**config.mk**
```make
export PLATFORM = sky130hd
export DESIGN_NAME = timer_capture_compare_unit
export DESIGN_NICKNAME = d
export VERILOG_FILES = /design/src/core/tccu_pkg.sv /design/src/core/edge_sync.sv /design/src/core/timer_capture_compare_unit.sv
export SDC_FILE = /design/constraint.sdc
export NUM_CORES = 1
export LEC_CHECK = 0
export BUFFER_PORTS_ARGS = -buffer_cell sky130_fd_sc_hd__buf_2
export CORE_AREA = 2 2 134 136
export CTS_BUF_LIST = sky130_fd_sc_hd__clkbuf_8
export CTS_CLUSTER_SIZE = 25
export DETAILED_ROUTE_END_ITERATION = 12
export DIE_AREA = 0 0 136 138
export MAX_ROUTING_LAYER = met4
export PLACE_DENSITY_LB_ADDON = 0.25
export REMOVE_ABC_BUFFERS = 1
export SKIP_LAST_GASP = 1
export SLEW_MARGIN = 10
export SYNTH_ARGS = -nofsm -noshare
export SYNTH_HDL_FRONTEND = slang
export SYNTH_SLANG_ARGS = --single-unit
```
**constraint.sdc**
```tcl
create_clock -name mclk -period 2.8 [get_ports mclk]
set_input_delay 0.14 -clock mclk [delete_from_list [all_inputs] [get_ports mclk]]
set_output_delay 0.14 -clock mclk [all_outputs]
set_load 0.01 [all_outputs]
```
**src/core/tccu_pkg.sv**
```systemverilog
// constants, field positions and types shared by the capture/compare timer
package tccu_pkg;

  // ----------------------------------------------------------------------
  // register addresses
  // ----------------------------------------------------------------------
  localparam logic [7:0] ADDR_FLAGS    = 8'hC8;
  localparam logic [7:0] ADDR_CTRL     = 8'hEA;
  localparam logic [7:0] ADDR_CAPCTL   = 8'hEB;
  localparam logic [7:0] ADDR_SETEN    = 8'hEE;
  localparam logic [7:0] ADDR_RTEN     = 8'hEF;
  localparam logic [7:0] ADDR_CNT_LO   = 8'hD0;
  localparam logic [7:0] ADDR_CNT_HI   = 8'hD1;
  localparam logic [7:0] ADDR_CAP_BASE = 8'hD2;
  localparam logic [7:0] ADDR_CMP_BASE = 8'hDA;
  localparam logic [7:0] ADDR_PORT     = 8'hE0;
  localparam logic [7:0] CAP_SPAN      = 8'h08;
  localparam logic [7:0] CMP_SPAN      = 8'h06;

  // ----------------------------------------------------------------------
  // field positions
  // ----------------------------------------------------------------------
  localparam int CTRL_SRC_LSB    = 0;
  localparam int CTRL_PRE_LSB    = 2;
  localparam int CTRL_BYTE_FLAG  = 4;
  localparam int CTRL_EXT_RST_EN = 5;
  localparam int CTRL_BYTE_SEL   = 6;
  localparam int CTRL_FULL_SEL   = 7;
  localparam int FLAGS_CAP_LSB   = 0;
  localparam int FLAGS_CMP_LSB   = 4;
  localparam int FLAGS_FULL_OV   = 7;
  localparam int SET_BITS        = 6;
  localparam int TOG_LSB         = 6;

  // ----------------------------------------------------------------------
  // reset values
  // ----------------------------------------------------------------------
  localparam logic [7:0]  CTRL_RST   = 8'h00;
  localparam logic [7:0]  CAPCTL_RST = 8'h00;
  localparam logic [7:0]  FLAGS_RST  = 8'h00;
  localparam logic [5:0]  SETEN_RST  = 6'h00;
  localparam logic [7:0]  RTEN_RST   = 8'h00;
  localparam logic [7:0]  PORT_RST   = 8'h00;
  localparam logic [15:0] WORD_RST   = 16'h0000;

  // ----------------------------------------------------------------------
  // timing
  // ----------------------------------------------------------------------
  localparam int         OSC_DIV     = 12;
  localparam logic [3:0] OSC_DIV_MAX = 4'(OSC_DIV - 1);

  // ----------------------------------------------------------------------
  // synchroniser lanes
  // ----------------------------------------------------------------------
  localparam int SYNC_W   = 6;
  localparam int SYNC_CLK = 4;
  localparam int SYNC_RST = 5;

  // ----------------------------------------------------------------------
  // types
  // ----------------------------------------------------------------------
  typedef enum logic [1:0] {
    SRC_HALT = 2'b00,
    SRC_OSC  = 2'b01,
    SRC_TEST = 2'b10,
    SRC_PIN  = 2'b11
  } clk_src_e;

endpackage

```
**src/core/edge_sync.sv**
```systemverilog
// two-stage synchroniser with rising and falling edge pulses
`timescale 1ns/10ps
`default_nettype none
module edge_sync #(
  parameter int WIDTH = 1
) (
  input  wire logic             mclk,
  input  wire logic             rst_n,
  input  wire logic             ce,
  input  wire logic [WIDTH-1:0] din,
  output logic      [WIDTH-1:0] rise,
  output logic      [WIDTH-1:0] fall
);
  logic [WIDTH-1:0] meta_r;
  logic [WIDTH-1:0] sync_r;
  logic [WIDTH-1:0] prev_r;

  // first stage feeds only the second one
  always_ff @(posedge mclk or negedge rst_n) begin
    if (!rst_n) begin
      meta_r <= '0;
      sync_r <= '0;
      prev_r <= '0;
    end else if (ce) begin
      meta_r <= din;
      sync_r <= meta_r;
      prev_r <= sync_r;
    end
  end

  assign rise = sync_r & ~prev_r & {WIDTH{ce}};
  assign fall = ~sync_r & prev_r & {WIDTH{ce}};
endmodule
`default_nettype wire

```
**src/core/timer_capture_compare_unit.sv**
```systemverilog
// 16-bit capture/compare timer with prescaler, match outputs and flags
// ------------------------------------------------------------------------
// Summary of operation
// - prescaler divides by 1, 2, 4 or 8 via control bits 3:2
// - source bits: 00 halt, 01 oscillator/12, 11 pin, 10 test
// - prescaler clears on setting change, source change or counter reset
// - counter not writable; cleared by reset or enabled external edge
// - idle holds counter and prescaler cleared and stopped
// - counter bytes read live, no snapshot latch
// - enabled capture edge copies counter and sets capture flag
// - capture input n uses enables at bits 2n and 2n+1
// - both enables low means no capture and no flag
// - each compare register matching counter sets its compare flag
// - compare 0 match sets enabled port bits 0 to 5
// - compare 1 match clears enabled port bits 0 to 5
// - compare 2 match toggles enabled port bits 6 and 7
// - simultaneous compare 0 and 1 matches clear enabled bits 0 to 5
// - compare registers clear on reset
// - software port access coexists with match actions
// - byte and full overflow share one request, each selectable
// - hardware only sets flags; software clears them
// - flag register layout: overflow 7, compare 6:4, capture 3:0
// - byte overflow flag sits at control bit 4
// - toggle state bits read back the current port bits 6 and 7
// - set-enable bits 6 and 7 are read only
// - reset/toggle enable register gates clear and toggle actions
// ------------------------------------------------------------------------
`timescale 1ns/10ps
`default_nettype none
module timer_capture_compare_unit
  import tccu_pkg::*;
(
  input  wire logic       mclk,
  input  wire logic       rst_n,
  input  wire logic       ce,
  input  wire logic       idle,
  input  wire logic [7:0] reg_addr,
  input  wire logic [7:0] reg_wdata,
  input  wire logic       reg_wr,
  input  wire logic       reg_rd,
  output logic      [7:0] reg_rdata,
  input  wire logic       capture_input_0,
  input  wire logic       capture_input_1,
  input  wire logic       capture_input_2,
  input  wire logic       capture_input_3,
  input  wire logic       counter_external_clock_input,
  input  wire logic       counter_external_reset_input,
  output logic      [7:0] match_output_port,
  output logic            overflow_irq
);

  // ----------------------------------------------------------------------
  // state
  // ----------------------------------------------------------------------
  logic [7:0]  ctrl_r;
  logic [7:0]  capctl_r;
  logic [7:0]  flags_r;
  logic [5:0]  seten_r;
  logic [7:0]  rten_r;
  logic [7:0]  port_r;
  logic [3:0]  div_r;
  logic [2:0]  pre_r;
  logic [15:0] cnt_r;
  logic [15:0] cap_r [4];
  logic [15:0] cmp_r [3];
  logic [2:0]  eq_q;
  logic [7:0]  rdata_r;
  logic        irq_r;

  // ----------------------------------------------------------------------
  // input synchronisation
  // ----------------------------------------------------------------------
  logic [SYNC_W-1:0] pin_rise;
  logic [SYNC_W-1:0] pin_fall;

  edge_sync #(.WIDTH(SYNC_W)) u_sync (
    .mclk  (mclk),
    .rst_n (rst_n),
    .ce    (ce),
    .din   ({counter_external_reset_input, counter_external_clock_input,
              capture_input_3, capture_input_2, capture_input_1,
              capture_input_0}),
    .rise  (pin_rise),
    .fall  (pin_fall)
  );

  // ----------------------------------------------------------------------
  // address decode
  // ----------------------------------------------------------------------
  wire [7:0] cap_off    = reg_addr - ADDR_CAP_BASE;
  wire [7:0] cmp_off    = reg_addr - ADDR_CMP_BASE;
  wire       cap_in     = cap_off < CAP_SPAN;
  wire       cmp_in     = cmp_off < CMP_SPAN;
  wire       ctrl_wr    = reg_wr && (reg_addr == ADDR_CTRL);
  wire       capctl_wr  = reg_wr && (reg_addr == ADDR_CAPCTL);
  wire       flags_wr   = reg_wr && (reg_addr == ADDR_FLAGS);
  wire       seten_wr   = reg_wr && (reg_addr == ADDR_SETEN);
  wire       rten_wr    = reg_wr && (reg_addr == ADDR_RTEN);
  wire       port_wr    = reg_wr && (reg_addr == ADDR_PORT);
  wire       cmp_wr     = reg_wr && cmp_in;
  wire [1:0] cmp_idx    = cmp_off[2:1];

  // ----------------------------------------------------------------------
  // clock source and prescaler
  // ----------------------------------------------------------------------
  wire       osc_tick   = (div_r == OSC_DIV_MAX);
  wire [1:0] pre_sel    = ctrl_r[CTRL_PRE_LSB +: 2];
  wire [2:0] pre_mask   = {pre_sel == 2'h3, pre_sel[1], pre_sel != 2'h0};
  wire       cfg_change = ctrl_wr && (reg_wdata[3:0] != ctrl_r[3:0]);
  wire       ext_clr    = ctrl_r[CTRL_EXT_RST_EN] && pin_rise[SYNC_RST];
  wire       cnt_clear  = idle || ext_clr;
  clk_src_e  src;
  logic      pre_in;

  assign src = clk_src_e'(ctrl_r[CTRL_SRC_LSB +: 2]);

  always_comb begin
    unique case (src)
      SRC_HALT: pre_in = 1'b0;
      SRC_OSC:  pre_in = osc_tick;
      SRC_TEST: pre_in = 1'b0;
      SRC_PIN:  pre_in = pin_rise[SYNC_CLK];
    endcase
  end

  wire        cnt_step  = pre_in && (pre_r == pre_mask) && !cnt_clear;
  wire [2:0]  pre_nxt   = (cnt_clear || cfg_change || cnt_step) ? 3'h0 :
                          (pre_in ? pre_r + 3'h1 : pre_r);
  wire [15:0] cnt_nxt   = cnt_clear ? WORD_RST :
                          (cnt_step ? cnt_r + 16'h0001 : cnt_r);
  wire        byte_ovf  = cnt_step && (cnt_r[7:0] == 8'hFF);
  wire        full_ovf  = cnt_step && (cnt_r == 16'hFFFF);

  always_ff @(posedge mclk or negedge rst_n) begin
    if (!rst_n) begin
      div_r <= 4'h0;
      pre_r <= 3'h0;
      cnt_r <= WORD_RST;
    end else if (ce) begin
      div_r <= osc_tick ? 4'h0 : div_r + 4'h1;
      pre_r <= pre_nxt;
      cnt_r <= cnt_nxt;
    end
  end

  // ----------------------------------------------------------------------
  // capture
  // ----------------------------------------------------------------------
  logic [3:0] cap_hit;

  for (genvar n = 0; n < 4; n++) begin : g_cap
    assign cap_hit[n] = (pin_rise[n] && capctl_r[2*n]) ||
                        (pin_fall[n] && capctl_r[2*n+1]);
    always_ff @(posedge mclk or negedge rst_n) begin
      if (!rst_n) begin
        cap_r[n] <= WORD_RST;
      end else if (ce && cap_hit[n]) begin
        cap_r[n] <= cnt_r;
      end
    end
  end

  // ----------------------------------------------------------------------
  // compare
  // ----------------------------------------------------------------------
  logic [2:0] eq_now;
  logic [2:0] cmp_hit;

  for (genvar i = 0; i < 3; i++) begin : g_cmp
    // edge of equality so a slow counter acts only once per match
    assign eq_now[i]  = (cnt_r == cmp_r[i]);
    assign cmp_hit[i] = eq_now[i] && !eq_q[i];
    always_ff @(posedge mclk or negedge rst_n) begin
      if (!rst_n) begin
        cmp_r[i] <= WORD_RST;
      end else if (ce && cmp_wr && (cmp_idx == 2'(i))) begin
        if (cmp_off[0]) begin
          cmp_r[i][15:8] <= reg_wdata;
        end else begin
          cmp_r[i][7:0] <= reg_wdata;
        end
      end
    end
  end

  // ----------------------------------------------------------------------
  // match output port
  // ----------------------------------------------------------------------
  wire [7:0] port_base = port_wr ? reg_wdata : port_r;
  wire [7:0] set_mask  = {2'b00, seten_r} & {8{cmp_hit[0]}};
  wire [7:0] clr_mask  = {2'b00, rten_r[5:0]} & {8{cmp_hit[1]}};
  wire [7:0] tog_mask  = {rten_r[7:6], 6'h00} & {8{cmp_hit[2]}};
  // clear applied after set, so a double match leaves the bits low
  wire [7:0] port_nxt  = ((port_base | set_mask) & ~clr_mask) ^ tog_mask;

  // ----------------------------------------------------------------------
  // flags, software writes only clear
  // ----------------------------------------------------------------------
  wire [7:0] flags_set = {full_ovf, cmp_hit, cap_hit};
  wire [7:0] flags_keep = flags_wr ? (flags_r & reg_wdata) : flags_r;
  wire [7:0] flags_nxt = flags_keep | flags_set;
  wire       bflag_keep = ctrl_wr ? (ctrl_r[CTRL_BYTE_FLAG] & reg_wdata[CTRL_BYTE_FLAG])
                                  : ctrl_r[CTRL_BYTE_FLAG];
  wire       bflag_nxt = bflag_keep | byte_ovf;
  wire [7:0] ctrl_base = ctrl_wr ? reg_wdata : ctrl_r;
  wire [7:0] ctrl_nxt  = {ctrl_base[7:5], bflag_nxt, ctrl_base[3:0]};
  wire       irq_nxt   = (ctrl_r[CTRL_BYTE_FLAG] && ctrl_r[CTRL_BYTE_SEL]) ||
                         (flags_r[FLAGS_FULL_OV] && ctrl_r[CTRL_FULL_SEL]);

  always_ff @(posedge mclk or negedge rst_n) begin
    if (!rst_n) begin
      ctrl_r   <= CTRL_RST;
      capctl_r <= CAPCTL_RST;
      flags_r  <= FLAGS_RST;
      seten_r  <= SETEN_RST;
      rten_r   <= RTEN_RST;
      port_r   <= PORT_RST;
      eq_q     <= 3'h0;
      irq_r    <= 1'b0;
    end else if (ce) begin
      ctrl_r   <= ctrl_nxt;
      capctl_r <= capctl_wr ? reg_wdata : capctl_r;
      flags_r  <= flags_nxt;
      seten_r  <= seten_wr ? reg_wdata[SET_BITS-1:0] : seten_r;
      rten_r   <= rten_wr ? reg_wdata : rten_r;
      port_r   <= port_nxt;
      eq_q     <= eq_now;
      irq_r    <= irq_nxt;
    end
  end

  // ----------------------------------------------------------------------
  // read path
  // ----------------------------------------------------------------------
  logic [7:0]  rd_mux;
  wire  [15:0] cap_word = cap_r[cap_off[2:1]];
  wire  [15:0] cmp_word = (cmp_idx == 2'h3) ? WORD_RST : cmp_r[cmp_idx];

  always_comb begin
    rd_mux = 8'h00;
    if (cap_in) begin
      rd_mux = cap_off[0] ? cap_word[15:8] : cap_word[7:0];
    end else if (cmp_in) begin
      rd_mux = cmp_off[0] ? cmp_word[15:8] : cmp_word[7:0];
    end else begin
      case (reg_addr)
        ADDR_FLAGS:  rd_mux = flags_r;
        ADDR_CTRL:   rd_mux = ctrl_r;
        ADDR_CAPCTL: rd_mux = capctl_r;
        ADDR_SETEN:  rd_mux = {port_r[7:TOG_LSB], seten_r};
        ADDR_RTEN:   rd_mux = rten_r;
        ADDR_PORT:   rd_mux = port_r;
        ADDR_CNT_LO: rd_mux = cnt_r[7:0];
        ADDR_CNT_HI: rd_mux = cnt_r[15:8];
        default:     rd_mux = 8'h00;
      endcase
    end
  end

  // data only in the cycle after the strobe, zero otherwise
  always_ff @(posedge mclk or negedge rst_n) begin
    if (!rst_n) begin
      rdata_r <= 8'h00;
    end else if (ce) begin
      rdata_r <= reg_rd ? rd_mux : 8'h00;
    end
  end

  assign reg_rdata         = rdata_r;
  assign match_output_port = port_r;
  assign overflow_irq      = irq_r;
endmodule
`default_nettype wire

```
### Word level (Yosys, flattened, before mapping)

Cells that the tools add are included.
W data, S select, Z words.

| operators by class | value |
|---|---|
| magnitude comparators | 4 |
| $add $sub $neg | 5 |
| muxes and demuxes | 22 |
| reduce and logical (&&, ||, !) cells | 64 |
| eq/ne operators | 23 |
| bitwise operators | 20 |

Operators by type and width:

| cell | number |
|---|---|
| $mux W16 | 7 |
| $eq A8 B8 Y1 const B | 9 |
| $bmux W16 S2 | 2 |
| $pmux W8 S8 | 1 |
| $mux W8 | 7 |
| $eq A16 B16 Y1 | 3 |
| $logic_and A1 B1 Y1 | 34 |
| $and A8 B8 Y8 | 3 |
| $reduce_and A2 Y1 | 12 |
| $add A16 B1 Y16 const B | 1 |
| $and A6 B8 Y8 | 2 |
| $eq A16 B16 Y1 const B | 1 |
| $or A8 B8 Y8 | 2 |
| $sub A8 B8 Y8 const B | 2 |
| $and A6 B6 Y6 | 2 |
| $eq A2 B2 Y1 const B | 5 |
| $and A4 B4 Y4 | 2 |
| $logic_or A1 B1 Y1 | 8 |
| $lt A8 B3 Y1 const B | 1 |
| $lt A8 B4 Y1 const B | 1 |
| $not A8 Y8 | 1 |
| $xor A8 B8 Y8 | 1 |
| $ge A3 B3 Y1 const B | 2 |
| $mux W3 | 2 |
| other kinds (19) | 27 |

| word-level totals | value |
|---|---|
| bits of input ports | 28 |
| bits in registers | 211 |
| word-level logic and storage cells | 164 |

### Longest topological paths before layout

| logic depth | value |
|---|---|
| depth after elaboration | 10 |
| mapped depth | 14 |
| mapped depth without buffers | 8 |

### By module

From an unflattened synthesis, not the netlist that was laid out.

| unflattened totals | value |
|---|---|
| cell total of the unflattened synthesis | 1002 |
| area total of the unflattened synthesis | 11235.8 um2 |

Modules (own cells, without submodules):

| module | instances | cells an instance | area each (um2) | sequential area each (um2) |
|---|---|---|---|---|
| timer_capture_compare_unit | 1 | 951 | 10382.5 | 4829.6 |
| edge_sync | 1 | 51 | 853.3 | 450.4 |

### Worst setup path after synthesis

No wires, ideal clock.

| path | value |
|---|---|
| path kind | input port to flip-flop |
| start | in reg_addr[2] |
| end | reg cmp_r[10] in the netlist's numbering |
| setup time | 0.125 ns |
| setup slack | 0.046 ns |
| arrival | 2.629 ns |
| cell stages on the path | 14 |
| data required time | 2.675 ns |
| path through | clkbuf_1 -> buf_2 -> buf_2 -> inv_1 -> ha_1 -> clkbuf_1 -> nor2_1 -> nor2_1 -> and3_1 -> buf_2 -> and3_1 -> clkbuf_1 -> nand2_1 -> mux2_2 |

| between the ends | value |
|---|---|
| longest elaborated chain between the ends | 6 |
| elaborated cells on any way between the ends | 7 |
| those cells by class | add/sub (1); order compare (1); eq/ne (1); reduce/logical (4) |

RTL lines:

| what | line | RTL |
|---|---|---|
| start: declaration | timer_capture_compare_unit.sv:37 | `input wire logic [7:0] reg_addr,` |
| $sub A8 B8 Y8 (*) | timer_capture_compare_unit.sv:91 | `wire [7:0] cmp_off = reg_addr - ADDR_CMP_BASE;` |
| $lt A8 B3 Y1 | timer_capture_compare_unit.sv:93 | `wire cmp_in = cmp_off < CMP_SPAN;` |
| $logic_and A1 B1 Y1 | timer_capture_compare_unit.sv:100 | `wire cmp_wr = reg_wr && cmp_in;` |
| $logic_and A1 B1 Y1 | timer_capture_compare_unit.sv:176 | `end else if (ce && cmp_wr && (cmp_idx == 2'(i))) begin` |
| $logic_and A1 B1 Y1 (*) | timer_capture_compare_unit.sv:176 |  |
| $reduce_and A2 Y1 (no line) (*) | n/a |  |
| end signal: indexed assignment | timer_capture_compare_unit.sv:178 | `cmp_r[i][15:8] <= reg_wdata;` |
| end signal: indexed assignment | timer_capture_compare_unit.sv:180 | `cmp_r[i][7:0] <= reg_wdata;` |
| end: declaration | timer_capture_compare_unit.sv:65 | `logic [15:0] cmp_r [3];` |

Mark *: on every way between the ends. The rest lies on a longest branch, timed or not.
A chain may end at the register's enable or synchronous reset.

### Final worst setup path

| path | value |
|---|---|
| start | reg cnt_r[0] |
| end | reg port_r[5], in the netlist match_output_port[5] |

| between the ends | value |
|---|---|
| longest elaborated chain between the ends | 6 |
| elaborated cells on any way between the ends | 13 |
| those cells by class | eq/ne (3); bitwise (7); reduce/logical (3) |

RTL lines:

| what | line | RTL |
|---|---|---|
| start: declaration | timer_capture_compare_unit.sv:63 | `logic [15:0] cnt_r;` |
| start signal: assignment | timer_capture_compare_unit.sv:142 | `cnt_r <= cnt_nxt;` |
| $eq A16 B16 Y1 | timer_capture_compare_unit.sv:171 | `assign eq_now[i] = (cnt_r == cmp_r[i]);` |
| $logic_and A1 B1 Y1 | timer_capture_compare_unit.sv:172 | `assign cmp_hit[i] = eq_now[i] && !eq_q[i];` |
| $and A6 B8 Y8 (on tied branches) | timer_capture_compare_unit.sv:190, timer_capture_compare_unit.sv:191 |  |
| $or A8 B8 Y8 or $not A8 Y8 (tied branches) | timer_capture_compare_unit.sv:194 | `wire [7:0] port_nxt = ((port_base \| set_mask) & ~clr_mask) ^ tog_mask;` |
| $and A8 B8 Y8 | timer_capture_compare_unit.sv:194 |  |
| $xor A8 B8 Y8 (*) | timer_capture_compare_unit.sv:194 |  |
| end signal: assignment | timer_capture_compare_unit.sv:226 | `port_r <= port_nxt;` |
| end: declaration | timer_capture_compare_unit.sv:60 | `logic [7:0] port_r;` |

Marks and branches as above.

==> flow_summary.toml <==
[route]
ant_nets = 0
wl_per_cell_um = 23.8
vias = 8004
drt_iter0_markers = 787
viasPerCell = 6.48
drc = 0
drt-total-wl_mm = 29.4
first_pass_iters = 6

[synth]
syn_avg_cell_area_um2 = 11.9
yosysWarnings = 0
netlist_area_um2 = 10900
ys_ff_latch = 211
synthDistinctLibCells = 58
netlist.area_leader.share = 0.485
ys_seq_area_frac = 0.485
synth_cells = 917
async_flop_share = 1.00
synthTopCellsByArea = "dfrtp_1 (49%), mux2_2 (17%), xnor2_1 (3.6%), mux4_2 (3.5%), o21ai_0 (2.4%)"
synth_top_cell_by_area = "dfrtp_1"
ys_dominant_reg_cell = "dfrtp_1"
synth_edf_count = 0

[critical_path]
crit_family = "simple AND/OR/NAND/NOR gates"
start_kind = "flop"
required_ps = 3180
critPathSlowestCell = "dfrtp_1"
critPathBufInv = 1
path_cells = "xnor2_1 > nand4_1 > nor4_1 > nor3b_1 > buf_4 > o2bb2ai_1 > a31oi_1"
slowest_delay_ps = 760
worst-setup-path-type = "flop to flop"
arrival_ps = 2860
endpoint_kind = "flop"
cp_max_fo = 13

[worst_hold_path]
hold_path.class = "input port to flop"

[global_routing]
grt_max_degree = 80
antenna_found_initial = 0
grtUsageTotal = 0.331
grt_pass1_vias = 7979
grt_pass1_wl_mm = 46.1
grt-ovfl-total = 0

[pwr]
p_per_area_nw_per_um2 = 576
vdd_ir_drop_max_uv = 587
seq_power_share = 0.485
p_sw_frac = 0.276
internal_power_mw = 5.10
leakage_nw = 5.79
p_comb_frac = 0.125
power_frac_clock = 0.390
net-switching-power_mw = 1.95

[floorplan]
initial_utilization = 0.620
io_pins = 45
die-width_um = 136
die-area_um2 = 18800
coreArea_um2 = 17500
die_h_um = 138
rows = 49

[timing]
fin_crit_sh = 0.887
fmax_mhz = 403
finalHoldViolations = 0
tightest_slew_ps = 932
setup_tns_ps = 0
slew_headroom = 0.377
drv_slew = 0
setup_ws_ps = 316
rsz0062_at_grt = "false"
post-route-min-period_ps = 2480
setup_viol = 0
fin_skew_ps = 26.7

[status]
outcome = "complete, no violations"

[cts]
post_cts_buffers = 0
cts.htree.levels = 2
cts_tree = "done"
cts_sinks = 211
cts_root_buffer = "clkbuf_8"
cts_buffers = 37
insertion_delay_ps = 540
cts.repair.resized = 0
cts_max_path_buffers = 3
clk_pin_slew_ps = 60
cts_hold_buf = 7

[cells_and_area]
mostFrequentLayoutCells = "dfrtp_1 (211), mux2_2 (166), o21ai_0 (53), nand2_1 (53), clkbuf_8 (47)"
area_delta_synth_final_pct = 12.5
fillerInstances = 1264
drive_gt1_frac = 0.322
final_cells = 1236
insertedDiodeCount = 0
stdcell_area_um2 = 12200
final_common_cell = "dfrtp_1"
fin_util = 0.698
design.final.nets = 1016

[flow_run]
cap_violations = 0

[placement]
placed_cells = 1163
gp_congestion = 0.959
portBuffers = 44
place_area_um2 = 11400
dp_hpwl_mm = 20.6
place_ws_ps = 321
metal layers:
metal,vias up,global-route usage,routed length [µm]
met2,398,0.472,13200
met1,4010,0.466,12700
met5,-,-,0
li1,3519,-,-
met3,77,0.0730,2370
met4,0,0.130,1140
power by group through the flow:
stage | sequential (mW) | clock [mW] | combinational (mW)
3_5_place_dp | 3.46 | 0 | 0.861
2_1_floorplan | 3.42 | 0 | 0.482
3_3_place_gp | 3.45 | 0 | 0.839
4_1_cts | 3.41 | 2.78 | 0.874
6_report | 3.42 | 2.75 | 0.882
5_1_grt | 3.44 | 2.94 | 0.962
cell usage after synthesis, types with 2 or more instances:
| master | n |
|---|---|
| nand3_1 | 13 |
| nor2_1 | 39 |
| a221o_1 | 7 |
| buf_2 | 12 |
| o21ai_0 | 53 |
| o22a_1 | 9 |
| nor4_1 | 7 |
| mux2_2 | 166 |
| xnor2_1 | 45 |
| ha_1 | 8 |
| a21oi_1 | 18 |
| a31oi_1 | 8 |
| a2111oi_1 | 3 |
| clkbuf_1 | 45 |
| dfrtp_1 | 211 |
| nand4_1 | 12 |
| and2_1 | 4 |
| buf_1 | 7 |
| a22oi_1 | 3 |
| or4_1 | 2 |
| and3_1 | 7 |
| o31a_1 | 8 |
| o2bb2ai_1 | 18 |
| nor3b_1 | 2 |
| nand4b_1 | 5 |
| nand3b_1 | 11 |
| o22ai_1 | 14 |
| a22o_1 | 3 |
| a211oi_1 | 5 |
| mux4_2 | 17 |
| o31ai_1 | 4 |
| and4b_1 | 2 |
| o21ai_1 | 2 |
| xor2_1 | 22 |
| and3b_1 | 4 |
| inv_1 | 13 |
| nor2b_1 | 3 |
| mux2i_1 | 23 |
| nand2_1 | 53 |
| o211ai_1 | 11 |
kinds of logic (layout without fill, tap and decap cells):
family	Yosys count	count (layout)	synth area share
AOI/OAI and AO/OA	174	174	0.111
xor gates and xnor gates	67	67	0.0540
adders and majority gates	8	8	0.00920
buffers and inverters	77	167	0.0280
DFF	211	211	0.485
muxes	206	206	0.228
and+or+nand+nor	174	174	0.0837
path summary, 6_finish.rpt:
kind | start | to | slack [ps] | cells after the start
worst min register to register | cap_r[8]$_DFFE_PN0P_ | cap_r[8]$_DFFE_PN0P_ | 480 | 2
worst min-delay path | reg_wdata[6] | rten_r[6]$_DFFE_PN0P_ | 20 | 3
min in group asynchronous | rst_n | cap_r[13]$_DFFE_PN0P_ | 210 | 2
worst max register to register | cnt_r[0]$_DFFE_PN0P_ | match_output_port[5]$_DFFE_PN0P_ | 320 | 7
max in group asynchronous | rst_n | u_sync.sync_r[5]$_DFFE_PN0P_ | 1820 | 3
worst max-delay path | cnt_r[0]$_DFFE_PN0P_ | match_output_port[5]$_DFFE_PN0P_ | 320 | 7
layout make-up:
cell class	count	area [µm²]	area share
multi-input combinational	629	5300	0.433
timing repair buffer	88	602	0.0492
inverter	13	48.8	0.00399
sequential	211	5280	0.432
tap	229	287	0.0234
clock buffer	46	633	0.0517
clock inverter	20	87.6	0.00716
metrics by stage:
step	hold slack, ps	power (mW)
6_report	22.7	7.05
5_1_grt	13.9	7.34
4_1_cts	7.10	7.06
3_5_place_dp	220	4.32
3_3_place_gp	227	4.29
2_1_floorplan	-156	3.90
sequential cells by signal (all words and copies together), names as in the netlist, 3 cells and up:
signal / flops
capctl_r: 8
reg_rdata: 8
u_sync.prev_r: 6
match_output_port: 8
ctrl_r: 8
flags_r: 8
cmp_r: 48
seten_r: 6
pre_r: 3
rten_r: 8
div_r: 4
eq_q: 3
cnt_r: 16
u_sync.meta_r: 6
cap_r: 64
u_sync.sync_r: 6
worst min-delay path: cells and delay by family:
| family | cells | cell delay, ps |
|---|---|---|
| buf+inv | 1 | 190 |
| simple gates | 1 | 90 |
| compound gates | 1 | 80 |
Note: power is estimated with default switching activity, not from simulation.
